$ cat src/cso_pkg.sv
// package: register map, field layout, reset values and option codes for the call stack
package cso_pkg;

  // ****************************************************************
  // widths and depth
  // ****************************************************************
  localparam int          ADDR_W        = 8;      // register address width
  localparam int          DATA_W        = 8;      // register data width
  localparam int          PC_W          = 13;     // return address width
  localparam int          PC_HI_W       = 5;      // high part of an entry
  localparam int          PTR_W         = 3;      // stack pointer width
  localparam int          DEPTH         = 8;      // stack levels

  // ****************************************************************
  // register offsets
  // ****************************************************************
  localparam logic [7:0]  PROGRAM_FLAGS_ADDR = 8'h86;  // flag register
  localparam logic [7:0]  STACK_PTR_ADDR     = 8'hef;  // pointer register
  localparam logic [7:0]  STACK_BUF_BASE     = 8'hf0;  // first buffer byte
  localparam logic [7:0]  STACK_BUF_LAST     = 8'hff;  // last buffer byte

  // ****************************************************************
  // field positions and reset values
  // ****************************************************************
  localparam int          OVF_BIT       = 4;      // overflow flag position
  localparam logic [2:0]  PTR_RESET     = 3'h7;   // empty-stack pointer
  localparam logic [2:0]  PTR_OVF       = 3'h6;   // pointer after overflow push
  localparam logic [3:0]  DEPTH_MAX     = 4'h8;   // full depth
  localparam logic [3:0]  DEPTH_ZERO    = 4'h0;   // empty depth
  localparam logic [3:0]  DEPTH_ONE     = 4'h1;   // depth step
  localparam logic [2:0]  PTR_ONE       = 3'h1;   // pointer step

  // ****************************************************************
  // static code options
  // ****************************************************************
  typedef enum logic [2:0] {
    CSO_OSC_IHRC      = 3'h0,  // internal rc, both pins gpio
    CSO_OSC_IHRC_RTC  = 3'h1,  // internal rc plus 32768 hz crystal
    CSO_OSC_EXT_RC    = 3'h2,  // external rc, output pin gpio
    CSO_OSC_X32K      = 3'h3,  // low frequency crystal
    CSO_OSC_X12M      = 3'h4,  // 12 mhz crystal
    CSO_OSC_X4M       = 3'h5   // 4 mhz crystal
  } cso_osc_t;

  typedef enum logic [1:0] {
    CSO_DIV_1 = 2'h0,
    CSO_DIV_2 = 2'h1,
    CSO_DIV_4 = 2'h2,
    CSO_DIV_8 = 2'h3
  } cso_div_t;

endpackage : cso_pkg

$ cat src/cso_cycle_div.sv
// instruction cycle divider producing a one-cycle enable
`timescale 1ns/1ps
module cso_cycle_div (
  input  wire logic                ref_clk,  // core clock
  input  wire logic                rst,      // sync reset
  input  wire cso_pkg::cso_div_t   div_sel,  // static divide option
  output logic                     cyc_en    // one pulse per instruction cycle
);

  logic [2:0] cnt_reg;
  logic [2:0] cnt_next;
  logic [2:0] limit;
  logic       en_next;

  // terminal count from the option, a power of two minus one
  always_comb begin
    unique case (div_sel)
      cso_pkg::CSO_DIV_1: limit = 3'h0;
      cso_pkg::CSO_DIV_2: limit = 3'h1;
      cso_pkg::CSO_DIV_4: limit = 3'h3;
      cso_pkg::CSO_DIV_8: limit = 3'h7;
    endcase
    en_next  = (cnt_reg >= limit);
    cnt_next = en_next ? 3'h0 : cnt_reg + 3'h1;
  end

  // registered so the enable leaves a flip-flop
  always_ff @(posedge ref_clk) begin
    if (rst) begin
      cnt_reg <= 3'h0;
      cyc_en  <= 1'b0;
    end else begin
      cnt_reg <= cnt_next;
      cyc_en  <= en_next;
    end
  end

endmodule : cso_cycle_div

$ cat src/cso_osc_pins.sv
// oscillator pin routing for the static clock source option
`timescale 1ns/1ps
module cso_osc_pins (
  input  wire logic               ref_clk,      // core clock
  input  wire logic               rst,          // sync reset
  input  wire cso_pkg::cso_osc_t  osc_sel,      // static source option
  input  wire logic               in_gpio_out,  // gpio data for input pin
  input  wire logic               in_gpio_drv,  // gpio drive request, input pin
  input  wire logic               out_gpio_out, // gpio data for output pin
  input  wire logic               out_gpio_drv, // gpio drive request, output pin
  output logic                    in_pin_o,     // input pin data
  output logic                    in_pin_oe_n,  // input pin enable, low drives
  output logic                    out_pin_o,    // output pin data
  output logic                    out_pin_oe_n, // output pin enable, low drives
  output logic                    in_is_gpio,   // input pin works as gpio
  output logic                    out_is_gpio   // output pin works as gpio
);

  logic in_gpio_next;
  logic out_gpio_next;

  // only internal rc frees both pins; external rc frees the output pin
  always_comb begin
    in_gpio_next  = (osc_sel == cso_pkg::CSO_OSC_IHRC);
    out_gpio_next = (osc_sel == cso_pkg::CSO_OSC_IHRC) ||
                    (osc_sel == cso_pkg::CSO_OSC_EXT_RC);
  end

  // oscillator pins are driven only as gpio with a drive request; otherwise the analog cell owns them
  always_ff @(posedge ref_clk) begin
    if (rst) begin
      in_is_gpio   <= 1'b0;
      out_is_gpio  <= 1'b0;
      in_pin_o     <= 1'b0;
      out_pin_o    <= 1'b0;
      in_pin_oe_n  <= 1'b1;
      out_pin_oe_n <= 1'b1;
    end else begin
      in_is_gpio   <= in_gpio_next;
      out_is_gpio  <= out_gpio_next;
      in_pin_o     <= in_gpio_out;
      out_pin_o    <= out_gpio_out;
      in_pin_oe_n  <= ~(in_gpio_next & in_gpio_drv);
      out_pin_oe_n <= ~(out_gpio_next & out_gpio_drv);
    end
  end

endmodule : cso_osc_pins

$ cat src/cso_call_stack.sv
// eight-level return address stack with sticky overflow flag and code options
`timescale 1ns/1ps
module cso_call_stack (
  input  wire logic                        ref_clk,        // core clock
  input  wire logic                        rst,            // system reset, sync
  input  wire cso_pkg::cso_osc_t           osc_sel,        // static source option
  input  wire cso_pkg::cso_div_t           div_sel,        // static cycle option
  input  wire logic                        opt_noise_filt, // static noise filter option
  input  wire logic [1:0]                  opt_watchdog,   // static watchdog option
  input  wire logic [1:0]                  opt_lvd,        // static lvd option
  input  wire logic                        opt_reset_pin,  // static reset pin option
  input  wire logic                        opt_security,   // static rom security option
  input  wire logic                        push_call,      // call executes
  input  wire logic                        push_irq,       // interrupt entry
  input  wire logic                        return_from_call,      // call return
  input  wire logic                        return_from_interrupt, // interrupt return
  input  wire logic [cso_pkg::PC_W-1:0]    pc_in,          // pc to save
  input  wire logic                        reg_wr,         // register write strobe
  input  wire logic                        reg_rd,         // register read strobe
  input  wire logic [cso_pkg::ADDR_W-1:0]  reg_addr,       // register address
  input  wire logic [cso_pkg::DATA_W-1:0]  reg_wdata,      // register write data
  input  wire logic                        in_gpio_out,    // gpio data, input pin
  input  wire logic                        in_gpio_drv,    // gpio drive, input pin
  input  wire logic                        out_gpio_out,   // gpio data, output pin
  input  wire logic                        out_gpio_drv,   // gpio drive, output pin
  output logic [cso_pkg::PC_W-1:0]         pc_out,         // restored pc
  output logic                             pc_load,        // pulse: load pc_out
  output logic [cso_pkg::DATA_W-1:0]       reg_rdata,      // register read data
  output logic                             reg_rvalid,     // pulse: read data valid
  output logic                             stack_overflow_flag, // sticky overflow
  output logic [cso_pkg::PTR_W-1:0]        stack_pointer,  // pointer view
  output logic                             cyc_en,         // instruction cycle enable
  output logic                             in_pin_o,       // input pin data
  output logic                             in_pin_oe_n,    // input pin enable, low drives
  output logic                             out_pin_o,      // output pin data
  output logic                             out_pin_oe_n,   // output pin enable, low drives
  output logic                             in_is_gpio,     // input pin is gpio
  output logic                             out_is_gpio,    // output pin is gpio
  output logic [6:0]                       opt_status      // latched static options
);

  // ****************************************************************
  // state
  // ****************************************************************
  localparam int D = cso_pkg::DEPTH;
  localparam int H = cso_pkg::PC_HI_W;
  localparam int L = cso_pkg::PC_W - cso_pkg::PC_HI_W;

  logic [H-1:0]                 stack_entry_high [D];
  logic [L-1:0]                 stack_entry_low  [D];
  logic [H-1:0]                 high_next        [D];
  logic [L-1:0]                 low_next         [D];
  logic [cso_pkg::PTR_W-1:0]    stack_pointer_reg;
  logic [cso_pkg::PTR_W-1:0]    ptr_next;
  logic [3:0]                   depth_reg;
  logic [3:0]                   depth_next;
  logic                         ovf_reg;
  logic                         ovf_next;
  logic [cso_pkg::PC_W-1:0]     pc_out_next;
  logic                         pc_load_next;
  logic [cso_pkg::DATA_W-1:0]   rdata_next;
  logic                         push;
  logic                         pop;
  logic [cso_pkg::PTR_W-1:0]    wr_idx;
  logic [cso_pkg::PTR_W-1:0]    rd_idx;
  logic [cso_pkg::PTR_W-1:0]    rd_ptr;
  logic [2:0]                   buf_idx;
  logic                         buf_hi;
  logic                         buf_hit;

  // ****************************************************************
  // option blocks
  // ****************************************************************
  cso_cycle_div u_div (
    .ref_clk (ref_clk),
    .rst     (rst),
    .div_sel (div_sel),
    .cyc_en  (cyc_en)
  );

  cso_osc_pins u_osc (
    .ref_clk      (ref_clk),
    .rst          (rst),
    .osc_sel      (osc_sel),
    .in_gpio_out  (in_gpio_out),
    .in_gpio_drv  (in_gpio_drv),
    .out_gpio_out (out_gpio_out),
    .out_gpio_drv (out_gpio_drv),
    .in_pin_o     (in_pin_o),
    .in_pin_oe_n  (in_pin_oe_n),
    .out_pin_o    (out_pin_o),
    .out_pin_oe_n (out_pin_oe_n),
    .in_is_gpio   (in_is_gpio),
    .out_is_gpio  (out_is_gpio)
  );

  // ****************************************************************
  // stack next-state logic
  // ****************************************************************
  // buffer bytes: low byte at even address, high byte at odd, entry = addr[3:1]
  always_comb begin
    push    = push_call | push_irq;
    pop     = return_from_call | return_from_interrupt;
    // entry index is the pointer's complement, so entry 0 fills first
    wr_idx  = ~stack_pointer_reg;
    rd_ptr  = stack_pointer_reg + cso_pkg::PTR_ONE;
    rd_idx  = ~rd_ptr;
    buf_hit = (reg_addr >= cso_pkg::STACK_BUF_BASE);
    buf_idx = reg_addr[3:1];
    buf_hi  = reg_addr[0];
  end

  // a push wins over a pop in the same cycle; the core never issues both
  always_comb begin
    ptr_next     = stack_pointer_reg;
    depth_next   = depth_reg;
    ovf_next     = ovf_reg;
    pc_out_next  = pc_out;
    pc_load_next = 1'b0;
    for (int i = 0; i < D; i++) begin
      high_next[i] = stack_entry_high[i];
      low_next[i]  = stack_entry_low[i];
    end
    // software access to pointer and buffer; the flag has no write path
    if (reg_wr && (reg_addr == cso_pkg::STACK_PTR_ADDR)) begin
      ptr_next = reg_wdata[cso_pkg::PTR_W-1:0];
    end
    if (reg_wr && buf_hit) begin
      if (buf_hi) begin
        high_next[buf_idx] = reg_wdata[H-1:0];
      end else begin
        low_next[buf_idx] = reg_wdata[L-1:0];
      end
    end
    // pointer always steps, so an overflow push from 111 lands on 110
    if (push) begin
      ptr_next = stack_pointer_reg - cso_pkg::PTR_ONE;
      if (depth_reg == cso_pkg::DEPTH_MAX) begin
        ovf_next = 1'b1;
      end else begin
        // a full stack keeps its live entries; the extra address is lost
        high_next[wr_idx] = pc_in[cso_pkg::PC_W-1:L];
        low_next[wr_idx]  = pc_in[L-1:0];
        depth_next        = depth_reg + cso_pkg::DEPTH_ONE;
      end
    end else if (pop) begin
      ptr_next     = rd_ptr;
      pc_out_next  = {stack_entry_high[rd_idx], stack_entry_low[rd_idx]};
      pc_load_next = 1'b1;
      if (depth_reg != cso_pkg::DEPTH_ZERO) begin
        depth_next = depth_reg - cso_pkg::DEPTH_ONE;
      end
    end
  end

  // only system reset clears the flag; no other term lowers it
  always_ff @(posedge ref_clk) begin
    if (rst) begin
      stack_pointer_reg <= cso_pkg::PTR_RESET;
      depth_reg         <= cso_pkg::DEPTH_ZERO;
      ovf_reg           <= 1'b0;
      pc_out            <= '0;
      pc_load           <= 1'b0;
      for (int i = 0; i < D; i++) begin
        stack_entry_high[i] <= '0;
        stack_entry_low[i]  <= '0;
      end
    end else begin
      stack_pointer_reg <= ptr_next;
      depth_reg         <= depth_next;
      ovf_reg           <= ovf_next;
      pc_out            <= pc_out_next;
      pc_load           <= pc_load_next;
      for (int i = 0; i < D; i++) begin
        stack_entry_high[i] <= high_next[i];
        stack_entry_low[i]  <= low_next[i];
      end
    end
  end

  // ****************************************************************
  // register read path
  // ****************************************************************
  // unmapped addresses read zero; other flag bits belong to other blocks
  always_comb begin
    rdata_next = '0;
    if (reg_addr == cso_pkg::PROGRAM_FLAGS_ADDR) begin
      rdata_next[cso_pkg::OVF_BIT] = ovf_reg;
    end else if (reg_addr == cso_pkg::STACK_PTR_ADDR) begin
      rdata_next[cso_pkg::PTR_W-1:0] = stack_pointer_reg;
    end else if (buf_hit) begin
      if (buf_hi) begin
        rdata_next[H-1:0] = stack_entry_high[buf_idx];
      end else begin
        rdata_next[L-1:0] = stack_entry_low[buf_idx];
      end
    end
  end

  // outputs are registered copies so they leave flip-flops
  always_ff @(posedge ref_clk) begin
    if (rst) begin
      reg_rdata           <= '0;
      reg_rvalid          <= 1'b0;
      stack_overflow_flag <= 1'b0;
      stack_pointer       <= cso_pkg::PTR_RESET;
      opt_status          <= '0;
    end else begin
      reg_rdata           <= reg_rd ? rdata_next : reg_rdata;
      reg_rvalid          <= reg_rd;
      stack_overflow_flag <= ovf_next;
      stack_pointer       <= ptr_next;
      opt_status          <= {opt_security, opt_reset_pin, opt_lvd,
                              opt_watchdog, opt_noise_filt};
    end
  end

endmodule : cso_call_stack

$ cat config.mk
export PLATFORM = sky130hd
export DESIGN_NAME = cso_call_stack
export DESIGN_NICKNAME = d
export VERILOG_FILES = /design/src/cso_pkg.sv /design/src/cso_cycle_div.sv /design/src/cso_osc_pins.sv /design/src/cso_call_stack.sv
export SDC_FILE = /design/constraint.sdc
export NUM_CORES = 1
export LEC_CHECK = 0
export BUFFER_PORTS_ARGS = -buffer_cell sky130_fd_sc_hd__buf_2
export CELL_PAD_IN_SITES_DETAIL_PLACEMENT = 0
export CELL_PAD_IN_SITES_GLOBAL_PLACEMENT = 2
export CORE_MARGIN = 4
export CORE_UTILIZATION = 37
export CTS_CLUSTER_SIZE = 14
export DETAILED_ROUTE_END_ITERATION = 8
export GPL_ROUTABILITY_DRIVEN = 0
export GPL_TIMING_DRIVEN = 1
export HOLD_SLACK_MARGIN = 0.08
export PLACE_DENSITY_LB_ADDON = 0.1
export SLEW_MARGIN = 15
export SYNTH_ARGS = -nofsm -noshare
export SYNTH_HDL_FRONTEND = slang
export SYNTH_SLANG_ARGS = --single-unit
$ cat constraint.sdc
create_clock -name ref_clk -period 2.64 [get_ports ref_clk]
set_input_delay 0.264 -clock ref_clk [delete_from_list [all_inputs] [get_ports ref_clk]]
set_output_delay 0.264 -clock ref_clk [all_outputs]
set_load 0.02 [all_outputs]
# After elaboration in Yosys (flattened, before gate mapping)
# Memories as Yosys holds them, arrays and structs flattened. A register that Yosys moved wholly into a read port is not among the register bits.
# Cells that the tools add are included.
[totals] inputBits=53 reg_bits=35 mem_bits_rw=104 out_inout_bits=41 wordCells=135 mem_count=2
[classes] muxes=56 bitwise_logic=27 order_cmp=6 eq_ne=8 reduce_logical=16 addsub=5
[memory_table] name="stack_entry_low" depth=8 word_bits=8 rd=10 rd_ports_with_merged_regs=1 wr=8 line="cso_call_stack.sv:50" text="logic [L-1:0] stack_entry_low [D];"
[memory_table] name="stack_entry_high" depth=8 word_bits=5 rd=10 rd_ports_with_merged_regs=1 wr=8 line="cso_call_stack.sv:49" text="logic [H-1:0] stack_entry_high [D];"
[ops] cell="2-to-1 mux 64 bit" count=4
[ops] cell="2-to-1 mux 40 bit" count=4
[ops] cell="bitwise mux 64 bit" count=2
[ops] cell="2-to-1 mux 8 bit" count=11
[ops] cell="bitwise mux 40 bit" count=2
[ops] cell="2-to-1 mux 5 bit" count=12
[ops] cell="demux 8 bit (select 3 bit)" count=2
[ops] cell="demux 5 bit (select 3 bit)" count=2
[ops] cell="2-to-1 mux 4 bit" count=5
[ops] cell="2-to-1 mux 3 bit" count=6
[ops] cell="bitwise OR 1 bit" count=18
[ops] cell="== test 8 bit (second input constant)" count=2
[ops] cell="case mux 3 bit (4 select lines)" count=1
[ops] cell="greater-or-equal comparator 4 bit (second input constant)" count=2
[ops] cell="greater-or-equal comparator 8 bit (second input constant)" count=1
[ops] cell="less-than comparator 4 x 1 -> 1 bit (second input constant)" count=2
[ops] cell="inverter 3 -> 4 bit" count=2
[ops] cell="adder 3 x 1 -> 3 bit (second input constant)" count=2
[ops] cell="inverter 3 bit" count=2
[ops] cell="2-to-1 mux 1 bit" count=5
[ops] cell="adder 4 x 1 -> 4 bit (second input constant)" count=1
[ops] cell="== test 2 bit (second input constant)" count=2
[ops] cell="== test 4 bit (second input constant)" count=1
[ops] cell="logical AND 1 bit" count=4
[ops] cell="17 further kinds" count=23

# Logic depth before layout (Yosys ltp)
[logic_depth] depth_word=12 depth_mapped=10 depth_no_buf=8

# By module
# From an unflattened synthesis, not the netlist that was laid out.
[unflattened] cells_unflattened=940 area_unflattened_um2=8473.1
[modules_own_cells] module="cso_call_stack" cells_each=907 area_per_inst_um2=8096.5 seq_area_each_um2=2842.7 instances=1
[modules_own_cells] module="cso_cycle_div" cells_each=21 area_per_inst_um2=219.0 seq_area_each_um2=80.1 instances=1
[modules_own_cells] module="cso_osc_pins" cells_each=12 area_per_inst_um2=157.7 seq_area_each_um2=120.1 instances=1

# Least setup slack after synthesis
# OpenSTA, ideal clock, no wires.
[synth_timing] path_kind="register to register" from="register, netlist name stack_pointer[0]" to="register pc_out[0] in the netlist's numbering (read register of stack_entry_low)" arrival_ps=2314 slack_ps=188 required_time_ps=2503 path_stages_with_launch=10 setup_time_ps=137 period_less_slack_ps=2452 path_buffers=4 cell_sequence="dfxtp_1 -> buf_2 -> buf_2 -> inv_1 -> ha_1 -> buf_2 -> clkbuf_1 -> mux4_2 -> mux2i_1 -> a211oi_1"
[synth_lines] item="to (decl)" line="cso_call_stack.sv:26" text="output logic [cso_pkg::PC_W-1:0] pc_out,"

==> metrics.csv <==
metric,value,unit
clock net sink count,152,
Die W,159,um
Peak Freq,459,MHz
"Period Utilization, post-route",0.825,
drt via density,5.85,
Simple-Gate Fraction of Synth Area,0.167,
Final Hold Fails,0,
first-pass GRT wire length,46800,um
# fillers,2192,
CP Cell Sequence,inv_1 -> ha_1 -> buf_12 -> mux4_2 -> mux2i_1 -> a211oi_1,
Synth async-reset ratio,0,
yosys warns,0,
Post-Layout Cell Count,1287,
post-synthesis compound-gate area fraction,0.168,
initial core utilization,0.375,
worst-path fanout max,26,
largest net degree at the start of global routing,68,
Top reg by flops,stack_entry_low,
status,"finished, final reports clean",
Cell Rows,55,
XOR/XNOR Fraction of Synth Area,0.00622,
Min-Delay Path Class,in2reg,
WP data arrival,2470,ps
antenna violations before repair,0,
Mean Syn Cell Area,9.32,um^2
worst path required time,2940,ps
clk_lat worst skew,430,ps
core area,22600,um^2
"commonest non-fill, non-tap cell in the layout",dfxtp_1,
port bufs,93,
critical path class,reg2reg,
die height,159,um
dpl hpwl,20500,um
WHS,165,ps
WHS Path Cells,3,
vias in the first global route,7382,
hold path startpoint,reg_wdata[6],
IO Pins,94,
nature of the critical path startpoint,flop,
largest family of logic cells by synthesized area,multiplexers,
syn nets,969,
mux contribution to synthesized area,0.230,
total number of vias,7531,
Post-CTS Setup Inserts,0,
clk_skew,9.15,ps
number of flops mapped to enable cells by yosys,0,
biggest regs,"stack_entry_low x64, stack_entry_high x40, pc_out x13",
clock tree buffer depth,2,
Final Worst Setup Slack,462,ps
RSZ-0062 raised after global routing,no,
Num CTS Buffers,17,
CP max stage cell,dfxtp_1,
layout cells sized above 1,0.231,
grt ovf,0,
DRC,0,
"Seq/Total Area, Yosys",0.360,
Gate Count Post-Synth,907,
cells on worst reg2reg path,6,
max reg flops,64,
Post-Syn Area,8450,um^2
Worst-path clk slew,70,ps
reg2reg start,stack_pointer[1],
CTS tree,built,
most frequent cells in the layout,"dfxtp_1, nor2_1, mux2i_1, a211oi_1, buf_2",
adder-cell share of the synthesized area,0.0142,
power density cells,654,nW/um^2
FF-to-FF End,pc_out[8],
Worst Tran Pin Value,788,ps
Yosys cell types,62,
area delta synth->final,18.0,%
drt first pass iters,5,
Setup WS pre-CTS,346,ps
Leak,3.96,nW
# setup viols final,0,
Max Cap Viol,0,
Main synth FF type,dfxtp_1,
Slew HR,0.475,
maximum VDD drop,0.373,mV
"Largest stage delay, worst path",480,ps
layout net count,1051,
dpl cells,1238,
Root Buffer,clkbuf_16,
# diodes,0,
maximum level of the CTS H-tree,4,
number of synthesized register bits,152,
Antenna Nets Post-Route,0,
Starting DRT DRC Count,723,
Avg WL per Cell,23.7,um
r2r setup slk,460,ps
Setup crit end kind,flop,
TNS Setup,0,ps
Worst Hold End,stack_entry_low[2][6],
fin crit period,2180,ps
count of pins over their slew limit,0,
die area,25300,um^2
Post-Route WL,30500,um
GRT Util Overall,0.239,
-- through the flow --
| step | utilization | instance area, um^2 | total power [W] |
|---|---|---|---|
| 2_1_floorplan | - | 8450 | 0.00362 |
| 5_1_grt | 0.442 | 9970 | 0.00680 |
| 3_5_place_dp | 0.408 | 9220 | 0.00407 |
| 3_3_place_gp | 0.408 | 9220 | 0.00403 |
| 6_report | 0.442 | 9970 | 0.00652 |
| 4_1_cts | 0.442 | 9970 | 0.00656 |
-- how the worst max path moves through the flow --
stage	from	cells after the start	endpoint
global route	stack_pointer[1]	6	pc_out[8]
finish	stack_pointer[1]	6	pc_out[8]
global placement	reg_addr[1]	8	reg_rdata[4]
CTS	stack_pointer[1]	6	pc_out[8]
floorplan	stack_pointer[0]	9	pc_out[0]
detailed placement	reg_addr[1]	8	reg_rdata[4]
-- per-layer routing --
layer,routed length [um],share of wire,vias to the layer above,GRT usage
met1,14600,0.48,3693,0.348
met3,2350,0.077,30,0.0611
met4,437,0.014,0,0.0552
met5,0,0,-,0
li1,-,-,3508,-
met2,13200,0.43,300,0.358
-- critical path, delay by kind of cell, from the launching register on --
| family | cells | cell delay (ps) |
|---|---|---|
| adder cells (fa/ha/maj) | 1 | 380 |
| buffers and inverters | 2 | 360 |
| flip-flops | 1 | 480 |
| multiplexers | 2 | 680 |
| AO/OA/AOI/OAI | 1 | 130 |
-- cell families after synthesis --
kind of cell,count (synthesis)
flip-flops,152
multiplexers,152
adder cells (fa/ha/maj),9
AND/OR/NAND/NOR,300
XOR/XNOR,6
AO/OA/AOI/OAI,188
buffers and inverters,100
-- final cells by class --
type                    instances  area (um^2)  share of cell area
inverters                      12         47.5             0.00477
clock inverters                15          156              0.0157
multi-input cells             655         4960               0.497
well taps                     285          357              0.0358
repair buffers                151          983              0.0986
flip-flops and latches        152         3040               0.305
clock buffers                  17          425              0.0427
-- timing repair --
action,CTS,global route
hold buffers,17,0
setup endpoints to repair,0,0
hold endpoints to repair,13,0
gates resized for setup,0,0
-- report_power, final --
part           leakage (nW)  internal [W]  total (W)  switching, W
Combinational          2.45      0.000566    0.00134      0.000772
Clock                 0.271       0.00134    0.00248       0.00114
Sequential             1.24       0.00250    0.00270      0.000199
-- synthesized netlist by cell type, drive strengths merged (2+ instances only) --
master / n / area (um^2)
dfxtp: 152 / 3040
nor2: 148 / 563
mux2i: 110 / 1100
a211oi: 92 / 691
nand2: 69 / 259
clkbuf: 49 / 194
buf: 39 / 221
mux4: 33 / 743
a311oi: 27 / 236
nand3: 25 / 143
a21oi: 17 / 85.1
nor2b: 15 / 93.8
nor3: 13 / 118
inv: 12 / 47.6
o21ai: 11 / 55.1
mux2: 9 / 101
a22oi: 8 / 60.1
ha: 8 / 100
a22o: 7 / 61.3
a21o: 6 / 45.0
nand2b: 6 / 37.5
nor4: 5 / 31.3
xnor2: 5 / 43.8
a221o: 4 / 40.0
nor3b: 4 / 35.0
and2: 3 / 18.8
o221ai: 3 / 26.3
or2: 3 / 18.8
a2111oi: 2 / 17.5
a221oi: 2 / 17.5
nand4: 2 / 18.8
nor4b: 2 / 32.5
o22ai: 2 / 12.5
o2bb2ai: 2 / 17.5
(Power assumes the default switching activity.)
